### config.mk
export PLATFORM = sky130hd
export DESIGN_NAME = mcmd_top
export DESIGN_NICKNAME = d
export VERILOG_FILES = /design/src/pkg/mcmd_pkg.sv /design/src/mcmd_top.sv
export SDC_FILE = /design/constraint.sdc
export NUM_CORES = 1
export LEC_CHECK = 0
export BUFFER_PORTS_ARGS = -buffer_cell sky130_fd_sc_hd__buf_2
export CAP_MARGIN = 10
export CORE_UTILIZATION = 40
export CTS_CLUSTER_SIZE = 8
export DETAILED_ROUTE_END_ITERATION = 10
export PLACE_DENSITY = 0.74
export RECOVER_POWER = 100
export SLEW_MARGIN = 20
export SYNTH_ARGS = -nofsm -noshare
export SYNTH_HDL_FRONTEND = slang
export SYNTH_SLANG_ARGS = --single-unit
### constraint.sdc
create_clock -name clk -period 2.4 [get_ports clk]
set_clock_uncertainty 0.15 [all_clocks]
set_input_delay 0.48 -clock clk [delete_from_list [all_inputs] [get_ports clk]]
set_output_delay 0.48 -clock clk [all_outputs]
set_load 0.01 [all_outputs]
### src/pkg/mcmd_pkg.sv
// Purpose: constants for the mode, option and address-decode block
// Assumes: 14-bit CPU address space, byte-wide data
// Notes: area codes are shared with the decoder select outputs
`default_nettype none
package mcmd_pkg;
    // address width of the 16-Kbyte map
    localparam int ADDR_W = 14;
    // software option register and the two mask option locations
    localparam logic [13:0] OPT_REG_ADDR = 14'h3FDF;
    localparam logic [13:0] PB_MOPT_ADDR = 14'h3FF0;
    localparam logic [13:0] MODE_MOPT_ADDR = 14'h3FF1;
    // map boundaries
    localparam logic [13:0] IO_LAST = 14'h001F;
    localparam logic [13:0] LOW_WIN_FIRST = 14'h0020;
    localparam logic [13:0] LOW_WIN_LAST = 14'h004F;
    localparam logic [13:0] RAM_FIRST = 14'h0050;
    localparam logic [13:0] RAM_LAST = 14'h00FF;
    localparam logic [13:0] STACK_FIRST = 14'h00C0;
    localparam logic [13:0] HIGH_WIN_FIRST = 14'h0100;
    localparam logic [13:0] HIGH_WIN_LAST = 14'h017F;
    localparam logic [13:0] EXT_EPROM_LAST = 14'h0FFF;
    localparam logic [13:0] MAIN_EPROM_FIRST = 14'h1000;
    localparam logic [13:0] MAIN_EPROM_LAST = 14'h3EFF;
    localparam logic [13:0] BOOT_FIRST = 14'h3F00;
    localparam logic [13:0] BOOT_LAST = 14'h3FEF;
    localparam logic [13:0] VECT_FIRST = 14'h3FF4;
    localparam logic [13:0] VECT_LAST = 14'h3FFF;
    // i/o block locations that depend on the mode
    localparam logic [13:0] PORTD_DIR_ADDR = 14'h0007;
    localparam logic [13:0] WDOG_RESET_ADDR = 14'h001D;
    localparam logic [13:0] WDOG_CTRL_ADDR = 14'h001E;
    // software option register fields
    localparam int OPT_LOW_BIT = 0;
    localparam int OPT_HIGH_BIT = 1;
    localparam int OPT_IRQ_BIT = 2;
    // mode mask option location fields
    localparam int MODE_COMPAT_BIT = 0;
    localparam int MODE_WDOG_BIT = 1;
    localparam int MODE_STOP_BIT = 2;
    localparam int MODE_IRQ_BIT = 3;
    localparam int MODE_PROT_BIT = 4;
    // reset values
    localparam logic [7:0] OPT_RESET = 8'h04;
    localparam logic [7:0] PORTD_DIR_RESET = 8'h00;
    // internal clock is one half of the crystal
    localparam int CLK_DIV = 2;
    // decoded areas
    typedef enum logic [3:0] {
        MCMD_AREA_NONE, MCMD_AREA_IO, MCMD_AREA_RAM, MCMD_AREA_EPROM,
        MCMD_AREA_BOOT, MCMD_AREA_OPT, MCMD_AREA_MOPT, MCMD_AREA_VECT
    } mcmd_area_type;
endpackage : mcmd_pkg
`default_nettype wire

### src/mcmd_top.sv
// Purpose: option bits, mode control and 16-Kbyte address decode
// Assumes: cpu core drives addr, rd, wr and wdata synchronously
// Notes: mask options arrive from the eprom array as plain inputs
//
// How it works
// watchdog option read-only, zero in full mode
// protect bit blocks external eprom access
// power-on reset always starts in full mode
// option register works only in full mode
// low overlay bit picks ram or eprom
// high overlay bit picks ram or eprom
// irq sensitivity set by reset, one write
// compat mode fixes low eprom, no high map
// main ram 0050-00FF always, stack at top
// eprom areas per mode
// mask options at 3FF0 and 3FF1
// protect cleared only by full erase
// bootloader rom at 3F00-3FEF
// i/o registers within page-zero block
// port d dir full mode; watchdog 001D/001E
// port d input at reset, forced in compat
// ports a, b, c inputs during reset
// reset pin driven only in full mode
// internal clock is half the crystal
// compat select bit: 1 compat, 0 full
// overlay change applies to next access
`default_nettype none
module mcmd_top
    import mcmd_pkg::*;
(
    // clock and reset
    input wire logic clk,
    input wire logic rst,
    input wire logic crystal_input,
    // cpu access
    input wire logic [13:0] addr,
    input wire logic rd,
    input wire logic wr,
    input wire logic [7:0] wdata,
    input wire logic ext_access,
    output logic [7:0] rdata,
    // programmed mask options and erase event
    input wire logic [7:0] port_b_mopt,
    input wire logic [7:0] mode_mopt,
    input wire logic eprom_erased,
    input wire logic internal_reset,
    // decoded selects
    output logic [3:0] area_sel,
    output logic overlay_ram,
    output logic ext_blocked,
    // configuration out
    output logic compat_mode,
    output logic watchdog_enable_option,
    output logic irq_edge_level,
    output logic [7:0] port_d_dir,
    output logic port_abc_force_in,
    output logic reset_pin_low_n,
    output logic reset_pin_oe_n,
    output logic sys_clk_en
);
    // mode, option and decode state
    logic compat_q, next_compat;
    logic low_sel, next_low_sel;
    logic high_sel, next_high_sel;
    logic irq_sel, next_irq_sel;
    logic irq_written, next_irq_written;
    logic prot, next_prot;
    logic [7:0] pdir, next_pdir;
    logic [7:0] next_rdata;
    logic [3:0] next_area;
    logic next_ovl;
    logic div_q, next_div;
    logic rst_seen, next_rst_seen;
    logic opt_wr;
    logic pdir_wr;

    // software option register reachable only in full mode
    // full mode gate
    assign opt_wr = wr && (addr == OPT_REG_ADDR) && !compat_q;
    // port d direction exists in full mode only
    assign pdir_wr = wr && (addr == PORTD_DIR_ADDR) && !compat_q;

    // next-state for mode and option bits
    always_comb begin
        // mode register starts in full mode; R20 picks compat later
        next_compat = compat_q;
        if (!rst_seen) begin
            // sample the strap once, one cycle after reset release
            next_compat = mode_mopt[MODE_COMPAT_BIT];
        end
        next_rst_seen = 1'b1;
        next_low_sel = low_sel;
        next_high_sel = high_sel;
        next_irq_sel = irq_sel;
        next_irq_written = irq_written;
        next_pdir = pdir;
        if (opt_wr) begin
            // low overlay written by every option write, full mode only
            next_low_sel = wdata[OPT_LOW_BIT];
            // high overlay written by every option write, full mode only
            next_high_sel = wdata[OPT_HIGH_BIT];
            // only the first write can clear it
            if (!irq_written) begin
                next_irq_sel = wdata[OPT_IRQ_BIT];
                next_irq_written = 1'b1;
            end
        end
        // software direction in full mode, forced input otherwise
        if (next_compat) begin
            next_pdir = PORTD_DIR_RESET;
        end else if (pdir_wr) begin
            next_pdir = wdata;
        end
        // protect drops only with a full erase
        next_prot = prot | mode_mopt[MODE_PROT_BIT];
        if (eprom_erased) begin
            next_prot = 1'b0;
        end
        // divide-by-two toggles each crystal-rate edge
        next_div = ~div_q;
    end

    // option and mode registers
    always_ff @(posedge clk or posedge rst) begin
        if (rst) begin
            compat_q <= 1'b0;
            rst_seen <= 1'b0;
            low_sel <= OPT_RESET[OPT_LOW_BIT];
            high_sel <= OPT_RESET[OPT_HIGH_BIT];
            irq_sel <= OPT_RESET[OPT_IRQ_BIT];
            irq_written <= 1'b0;
            prot <= 1'b0;
            pdir <= PORTD_DIR_RESET;
            div_q <= 1'b0;
        end else begin
            compat_q <= next_compat;
            rst_seen <= next_rst_seen;
            low_sel <= next_low_sel;
            high_sel <= next_high_sel;
            irq_sel <= next_irq_sel;
            irq_written <= next_irq_written;
            prot <= next_prot;
            pdir <= next_pdir;
            div_q <= next_div;
        end
    end

    // address decode; uses live overlay bits so a change lands next access
    always_comb begin
        next_area = MCMD_AREA_NONE;
        next_ovl = 1'b0;
        // i/o block in page zero
        if (addr <= IO_LAST) begin
            next_area = MCMD_AREA_IO;
            // watchdog locations vanish in compat mode
            if (compat_q && ((addr == PORTD_DIR_ADDR) || (addr == WDOG_RESET_ADDR) ||
                    (addr == WDOG_CTRL_ADDR))) begin
                next_area = MCMD_AREA_NONE;
            end
        end else if (addr <= LOW_WIN_LAST) begin
            // low window ram only in full mode with bit set
            next_ovl = !compat_q && next_low_sel;
            next_area = next_ovl ? MCMD_AREA_RAM : MCMD_AREA_EPROM;
        end else if (addr <= RAM_LAST) begin
            // main ram in both modes
            next_area = MCMD_AREA_RAM;
        end else if (addr <= EXT_EPROM_LAST) begin
            // 0100-0FFF exists in full mode only
            if (!compat_q) begin
                // high window
                next_ovl = next_high_sel && (addr <= HIGH_WIN_LAST);
                next_area = next_ovl ? MCMD_AREA_RAM : MCMD_AREA_EPROM;
            end
        end else if (addr <= MAIN_EPROM_LAST) begin
            // main eprom
            next_area = MCMD_AREA_EPROM;
        end else if (addr == OPT_REG_ADDR) begin
            // option register sits inside the boot range, so it is tested first
            next_area = MCMD_AREA_OPT;
        end else if (addr >= BOOT_FIRST && addr <= BOOT_LAST) begin
            // bootloader rom, the boot range minus the option register
            next_area = MCMD_AREA_BOOT;
        end else if (addr == PB_MOPT_ADDR || addr == MODE_MOPT_ADDR) begin
            // mask option locations
            next_area = MCMD_AREA_MOPT;
        end else if (addr >= VECT_FIRST) begin
            // user vectors
            next_area = MCMD_AREA_VECT;
        end
    end

    // read data for the locations this block owns
    always_comb begin
        next_rdata = 8'h00;
        if (rd) begin
            if (addr == OPT_REG_ADDR && !compat_q) begin
                next_rdata[OPT_LOW_BIT] = low_sel;
                next_rdata[OPT_HIGH_BIT] = high_sel;
                next_rdata[OPT_IRQ_BIT] = irq_sel;
            end else if (addr == PORTD_DIR_ADDR && !compat_q) begin
                next_rdata = pdir;
            end else if (addr == PB_MOPT_ADDR) begin
                next_rdata = port_b_mopt;
            end else if (addr == MODE_MOPT_ADDR) begin
                next_rdata = mode_mopt;
                // watchdog and compat-only bits read zero in full mode
                if (!compat_q) begin
                    next_rdata[MODE_WDOG_BIT] = 1'b0;
                    next_rdata[MODE_STOP_BIT] = 1'b0;
                    next_rdata[MODE_IRQ_BIT] = 1'b0;
                end
            end
        end
    end

    // registered outputs
    always_ff @(posedge clk or posedge rst) begin
        if (rst) begin
            rdata <= 8'h00;
            area_sel <= 4'h0;
            overlay_ram <= 1'b0;
            ext_blocked <= 1'b0;
            compat_mode <= 1'b0;
            watchdog_enable_option <= 1'b0;
            irq_edge_level <= 1'b1;
            port_d_dir <= 8'h00;
            // ports a, b, c held as inputs in reset
            port_abc_force_in <= 1'b1;
            reset_pin_low_n <= 1'b0;
            reset_pin_oe_n <= 1'b1;
            sys_clk_en <= 1'b0;
        end else begin
            rdata <= next_rdata;
            area_sel <= next_area;
            overlay_ram <= next_ovl;
            // external eprom access refused while protected
            ext_blocked <= ext_access && next_prot;
            compat_mode <= next_compat;
            // watchdog option effective in compat mode only
            watchdog_enable_option <= next_compat && mode_mopt[MODE_WDOG_BIT];
            // compat mode takes the mask option bit instead
            irq_edge_level <= next_compat ? mode_mopt[MODE_IRQ_BIT] : next_irq_sel;
            port_d_dir <= next_pdir;
            port_abc_force_in <= 1'b0;
            // drive reset pin low on internal reset in full mode
            reset_pin_low_n <= 1'b0;
            reset_pin_oe_n <= !(internal_reset && !next_compat);
            // internal clock enable at half rate
            sys_clk_en <= next_div;
        end
    end
endmodule : mcmd_top
`default_nettype wire

---- Yosys cells after proc, flatten, opt, wreduce, memory -nomap -nowiden ----
Index checks and enable logic that the tools add are counted.
cells by class
  reduce and logical (&&, ||, !) cells .... 20
  bitwise logic cells ..................... 2
  muxes and demuxes ....................... 34
  equal/unequal tests ..................... 6
  magnitude comparators ................... 9
operators by type and width
  kind                    number
  $mux W8                 6
  $eq A14 B14 Y1 const B  3
  $eq A14 B5 Y1 const B   2
  $ge A14 B14 Y1 const B  2
  $le A14 B14 Y1 const B  2
  $mux W3                 7
  $mux W4                 4
  $mux W1                 15
  $eq A14 B3 Y1 const B   1
  $le A14 B12 Y1 const B  1
  $le A14 B5 Y1 const B   1
  $le A14 B7 Y1 const B   1
  $le A14 B8 Y1 const B   1
  $le A14 B9 Y1 const B   1
  $logic_and A1 B1 Y1     13
  $mux W5                 1
  $logic_not A1 Y1        3
  $logic_or A1 B1 Y1      3
  $mux W2                 1
  $reduce_bool A2 Y1      1
  $not A1 Y1              1
  $or A1 B1 Y1            1
word-level totals
  input port bits ......................... 46
  flip-flop bits (word level) ............. 34
  word-level logic and storage cells ...... 88

---- Longest topological paths before layout ----
Gate-level depths: netlist of run 1.
  depth after elaboration ................. 11
  depth in mapped cells ................... 6

---- Worst setup path before layout of run 1 ----
OpenSTA, ideal clock, no wires.
  kind .................................... input to register
  from .................................... input port addr[9]
  to ...................................... register port_d_dir[0]
  slack ................................... 0.010 ns
  data required time ...................... 2.132 ns
  data arrival time ....................... 2.122 ns
  stages .................................. 6
  cells stage by stage .................... or3_4 or4_4 or4_4 buf_6 mux2i_1 nor2_1
on the way
  cells in the longest elaborated chain, start to end .. 4
ends and longest elaborated chain
  element                              RTL line         text
  start, declared                      mcmd_top.sv:36   input wire logic [13:0] addr,
  $eq A14 B3 Y1                        mcmd_top.sv:81   assign pdir_wr = wr && (addr == PORTD_DIR_ADDR) && !compat_q;
  $logic_and A1 B1 Y1 (2 in a row)     mcmd_top.sv:81
  $reduce_bool A2 Y1 (no source line)  --
  end signal, assigned                 mcmd_top.sv:243  port_d_dir <= next_pdir;
  end, declared                        mcmd_top.sv:55   output logic [7:0] port_d_dir,
Every way passes these cells.
A chain may end at the register's enable or synchronous reset.

---- Final worst setup path of run 1 ----
  from .................................... input port addr[9]
  to ...................................... register port_d_dir[4]
The elaborated chain is that of the path after synthesis.

==> run_results.csv, run 1 <==
group,metric,value,unit
timing,rsz0062_at_grt,"no",
grt,grt_pass1_vias,1331,
pwr,power_per_cell_area,536,nW/µm²
yosys,seq_area_frac_synth,52.2,%
drt,drtAntennaViolNets,0,
worst_setup_path,r2r-end,"rdata[4]",
run_status,outcome,"finished, violations left",
finish,layout_commonest_cell,"buf_2",
flow_run,drv_cap,1,
floorplanning,fp.coreArea,3740,µm²
timing,hold_slack,167,ps
drt,drt-initial-drc-count,113,
timing,worst_slew_margin_rel,-10.6,%
yosys,syn_avg_cell_area,10.4,µm²
hold_path,min_path_cells,2,
hold_path,min_from,"internal_reset",
yosys,synth_area,1590,µm²
cts,clk_latency,280,ps
worst_setup_path,worstPathMaxFanout,10,
timing,setup-violations-final,0,
timing,worst_slew_pin_slew,1660,ps
timing,hold_violations,0,
yosys,synth_warnings,0,
timing,slew_viol_final,34,
drt,via_per_inst,5.28,
yosys,ys_ff_latch,33,
grt,antenna_found_initial,0,
worst_setup_path,reg2reg_slack,470,ps
yosys,yosys.cell_types.count,40,
cts,numClockSinks,33,
worst_setup_path,arrival,2270,ps
worst_setup_path,crit_required,2450,ps
cts,clk_path_buf_depth,2,
worst_setup_path,slowest_stage,"or4_4",
timing,finalSetupTns,0,ps
worst_setup_path,cp-start-kind,"input port",
timing,final.min_clock_period,2230,ps
cts,cts_made_buffers,5,
finish,reg_top3,"port_d_dir x8, rdata x8, area_sel x3",
drt,first_pass_iters,4,
drt,drc,0,
cts,cts_setup_buffers,0,
finish,layout_common_cells,"buf_2 (42), clkbuf_1 (34), dfrtp_1 (29), nor2_1 (15)",
floorplanning,ios,75,
drt,wl_per_cell,13.7,µm
pwr,leakagePower,0.958,nW
cts,cts_tree,"done",
yosys,netlist_instances,153,
floorplanning,die_h,65.1,µm
worst_setup_path,r2r-start,"compat_mode",
cts,clkTransAtPathRegs,60,ps
timing,clock.fmax,449,MHz
hold_path,holdPathEnd,"reset_pin_oe_n",
worst_setup_path,path_class,"in2reg",
worst_setup_path,end_kind,"register",
placed_design,io_buffers,71,
finish,drive_above_1_share,27.1,%
drt,vias,1500,
grt,grt_remaining_overflow,0,
finish,diodes,0,
worst_setup_path,ff2ff_path_depth,5,
placed_design,hpwlAfterDp,2970,µm
cts,htreeDepth,2,
floorplanning,die_x,65.1,µm
hold_path,hp-class,"in2reg",
worst_setup_path,crit_path_max_incr_delay,460,ps
timing,period_share,92.7,%
grt,grt_max_degree,34,
floorplanning,dieArea,4230,µm²
cts,cts-resized-gates,0,
finish,area_growth,29.8,%
floorplanning,rows,22,
pwr,ir_drop,0.425,mV
grt,grt.total_usage,19.8,%
floorplanning,start_util,42.5,%
run_status,failed_checks,"capacitance limit, slew limit",
placed_design,gp_congestion,0.859,
finish,layout.nets,281,
worst_setup_path,crit_path_cell_trace,"buf_2 > or3_1 > or4_4 > nor3_4 > clkbuf_2 > nand3_1 > a21oi_1",
drt,drt_wl_total,3880,µm
cts,postCtsHoldBufs,0,
grt,grt_pass1_wl,6240,µm
cts,root_buffer,"clkbuf_8",
## worst max-delay path by stage
stage / start / cells after the start / slack (ps) / to
after floorplan: addr[9] / 6 / 10 / port_d_dir[0]
after detailed placement: addr[9] / 6 / -100 / port_d_dir[1]
after CTS: addr[9] / 6 / 200 / port_d_dir[1]
final: addr[9] / 7 / 170 / port_d_dir[4]
after global placement: addr[9] / 6 / -90 / port_d_dir[1]
after global routing: addr[9] / 7 / 80 / port_d_dir[4]
## critical path: cells and delay by family
kind | cells | cell delay [ps]
and+or+nand+nor | 4 | 1270
buffers and inverters | 2 | 380
AOI/OAI and AO/OA | 1 | 150
## power by group
group	internal (mW)	total (mW)	switching [mW]	leakage, nW
logic	0.0484	0.121	0.0729	0.487
clock network	0.233	0.411	0.178	0.0455
registers	0.571	0.574	0.00323	0.426
total	0.852	1.11	0.254	0.958
## metal layers
layer	global-route usage [%]	wire length [µm]
met4	8.42	46
met5	0	0
met2	29.6	1830
met3	4.75	285
met1	27.3	1720
## Yosys cell counts
cell       n  area, µm²
nand4b_1   2       17.5
nand4_1    1       6.26
nor3_4     1       16.3
and3_1     1       6.26
mux2_2     5       56.3
a22o_1     1       8.76
and4_1     1       8.76
nor4b_1    1       8.76
a222oi_1   4       40.0
and4_2     1       10.0
and2_1     3       18.8
or3_1      1       6.26
dfstp_2    4        105
mux2i_1    2       20.0
a31oi_1    3       18.8
clkbuf_1   1       3.75
nor3_1     2       10.0
nand3_1   12       60.1
nand2_1   11       41.3
nand2b_1   2       12.5
or4_4      2       22.5
nor4bb_1   2       20.0
dfrtp_1   29        726
o21ai_0    6       30.0
nor2_1    15       56.3
a221oi_1   4       35.0
o22ai_1    1       6.26
and4b_1    4       40.0
a21oi_1   12       60.1
buf_6      2       22.5
conb_1     2       7.51
nor4_1     2       12.5
clkbuf_2   1       5.00
or3_4      1       11.3
inv_1      5       18.8
or2_2      1       6.26
xor2_1     1       8.76
buf_2      1       5.00
o21a_1     1       7.51
buf_4      2       15.0
## logic make-up (layout without fill, tap and decap cells)
group                     after synthesis  after routing  synth area share [%]
AOI/OAI and AO/OA                      32             32                  13.0
xor gates and xnor gates                1              1                 0.550
buffers and inverters                  12             93                  4.40
DFF                                    33             33                  52.2
muxes                                   7              7                  4.80
other                                   2              4                 0.472
and+or+nand+nor                        66             66                  24.6
## per-stage QoR
step	instances	worst slack, ps	instance area, µm²	power (mW)	utilization [%]
final	284	174	2070	1.11	55.2
after global routing	284	80.1	2070	1.16	55.2
after CTS	284	198	2120	1.12	56.7
after detailed placement	276	-95.4	2030	0.712	54.2
after global placement	276	-88.4	2030	0.710	54.2
after floorplan	155	9.64	1600	0.643	-
## cell type report
type                       count  area [µm²]
tap                           48        60.1
fill                         385        1680
sequential                    33         831
timing repair buffer          80         373
clock buffer                   8        90.1
multi-input combinational    110         693
inverter                       5        18.8
Note: power is estimated with default switching activity, not from simulation.
==> run 2: changes to the inputs <==
--- a/config.mk
+++ b/config.mk
@@ -11,7 +11,6 @@
 export CTS_CLUSTER_SIZE = 8
 export DETAILED_ROUTE_END_ITERATION = 10
 export PLACE_DENSITY = 0.74
-export RECOVER_POWER = 100
 export SLEW_MARGIN = 20
 export SYNTH_ARGS = -nofsm -noshare
 export SYNTH_HDL_FRONTEND = slang
==> run 2 against run 1 <==
Effect of this change:
- the run now ends clean
- fmax rose by 1.1%
- core utilization increased by 1.5 points
- via count decreased by 0.47%
- hold slack got worse by 37 ps
- critical path type unchanged
- largest cell class unchanged
- largest power group unchanged
==> run_results.csv, run 2 (same netlist as run 1, synthesis figures left out) <==
group,metric,value,unit
grt,grt_pass1_wl,6240,µm
drt,drtAntennaViolNets,0,
run_status,outcome,"complete, no violations",
finish,diodes,0,
grt,grt_pass1_vias,1331,
cts,postCtsHoldBufs,0,
pwr,power_per_cell_area,524,nW/µm²
cts,clkTransAtPathRegs,60,ps
finish,reg_top3,"port_d_dir x8, rdata x8, area_sel x3",
timing,clock.fmax,454,MHz
cts,cts-resized-gates,0,
worst_setup_path,arrival,2210,ps
cts,cts_made_buffers,5,
worst_setup_path,end_kind,"register",
grt,grt_remaining_overflow,0,
finish,layout_common_cells,"buf_2 (71), dfrtp_1 (29), nor2_1 (15), nand3_1 (12), a21oi_1 (12)",
placed_design,gp_congestion,0.859,
timing,hold_slack,130,ps
drt,drt_wl_total,3820,µm
timing,fin_ws,197,ps
pwr,ir_drop,0.426,mV
finish,layout_commonest_cell,"buf_2",
pwr,combPwrFrac,11.5,%
finish,layout.nets,281,
floorplanning,die_x,65.1,µm
drt,first_pass_iters,5,
drt,via_per_inst,5.26,
floorplanning,fp.coreArea,3740,µm²
pwr,leakagePower,1.08,nW
timing,rsz0062_at_grt,"no",
cts,clk_latency,270,ps
drt,wl_per_cell,13.4,µm
finish,area_growth,33.3,%
cts,cts_tree,"done",
grt,antenna_found_initial,0,
drt,drt-initial-drc-count,126,
cts,numClockSinks,33,
pwr,seqPwrFrac,51.7,%
grt,grt.total_usage,19.8,%
pwr,p_sw_share,22.6,%
hold_path,hp-class,"in2async",
worst_setup_path,worstPathMaxFanout,8,
timing,period_share,91.8,%
pwr,clkPwrFrac,36.9,%
timing,final.min_clock_period,2200,ps
floorplanning,rows,22,
worst_setup_path,crit_required,2410,ps
cts,htreeDepth,2,
cts,cts_setup_buffers,0,
cts,root_buffer,"clkbuf_8",
flow_run,drv_cap,0,
finish,fill_cells,373,
drt,vias,1493,
timing,setup-violations-final,0,
placed_design,io_buffers,71,
placed_design,hpwlAfterDp,2970,µm
cts,clk_path_buf_depth,2,
timing,slew_viol_final,0,
worst_setup_path,path_class,"in2reg",
grt,grt_max_degree,34,
floorplanning,start_util,42.5,%
drt,drc,0,
floorplanning,dieArea,4230,µm²
placed_design,pre_cts_ws,-95.4,ps
floorplanning,ios,75,
finish,drive_above_1_share,42.8,%
floorplanning,die_h,65.1,µm
timing,hold_violations,0,
worst_setup_path,cp-start-kind,"input port",
pwr,p_switching,251,µW
pwr,p_int,859,µW
finish,utilization,56.7,%
run 2: layout make-up:
cell class / count / area, µm² / area share (%)
multi-input cells: 110 / 698 / 32.9
clock buffers: 8 / 90.1 / 4.25
inverters: 5 / 18.8 / 0.885
repair buffers: 80 / 423 / 19.9
flip-flops and latches: 33 / 831 / 39.2
well taps: 48 / 60.1 / 2.83
run 2: through the flow:
| step | cell area [µm²] | TNS, ps | std cells | power, mW |
|---|---|---|---|---|
| 2_1_floorplan | 1600 | 0 | 155 | 0.643 |
| 3_3_place_gp | 2030 | -342 | 276 | 0.710 |
| 3_5_place_dp | 2030 | -456 | 276 | 0.712 |
| 4_1_cts | 2120 | 0 | 284 | 1.12 |
| 5_1_grt | 2120 | 0 | 284 | 1.17 |
| 6_report | 2120 | 0 | 284 | 1.11 |
run 2: routing by layer:
metal  GRT usage (%)  vias up  wire (µm)
li1                -      727          -
met1            27.3      701       1680
met2            29.6       61       1830
met3            4.75        4        258
met4            8.42        0         50
met5               0        -          0
run 2: worst paths after layout:
path,from,end,slack [ps],cells past startpoint
max,addr[9],port_d_dir[1],200,6
min,rst,rdata[6],130,3
max reg2reg,compat_mode,overlay_ram,560,5
min reg2reg,sys_clk_en,sys_clk_en,270,1
max in group asynchronous,rst,irq_edge_level,1650,3
min in group clk,internal_reset,reset_pin_oe_n,170,2
run 2: power groups by stage:
| stage | Clock, mW | Combinational (mW) | Sequential [mW] |
|---|---|---|---|
| floorplan | 0 | 0.0523 | 0.591 |
| global placement | 0 | 0.127 | 0.583 |
| detailed placement | 0 | 0.129 | 0.583 |
| CTS | 0.420 | 0.129 | 0.574 |
| global route | 0.454 | 0.143 | 0.574 |
| finish | 0.409 | 0.128 | 0.574 |
run 2: critical path: stages:
cell,delay [ps]
buf_2,100
or3_4,370
or4_4,460
or4_4,570
mux2i_1,170
nor2_1,50
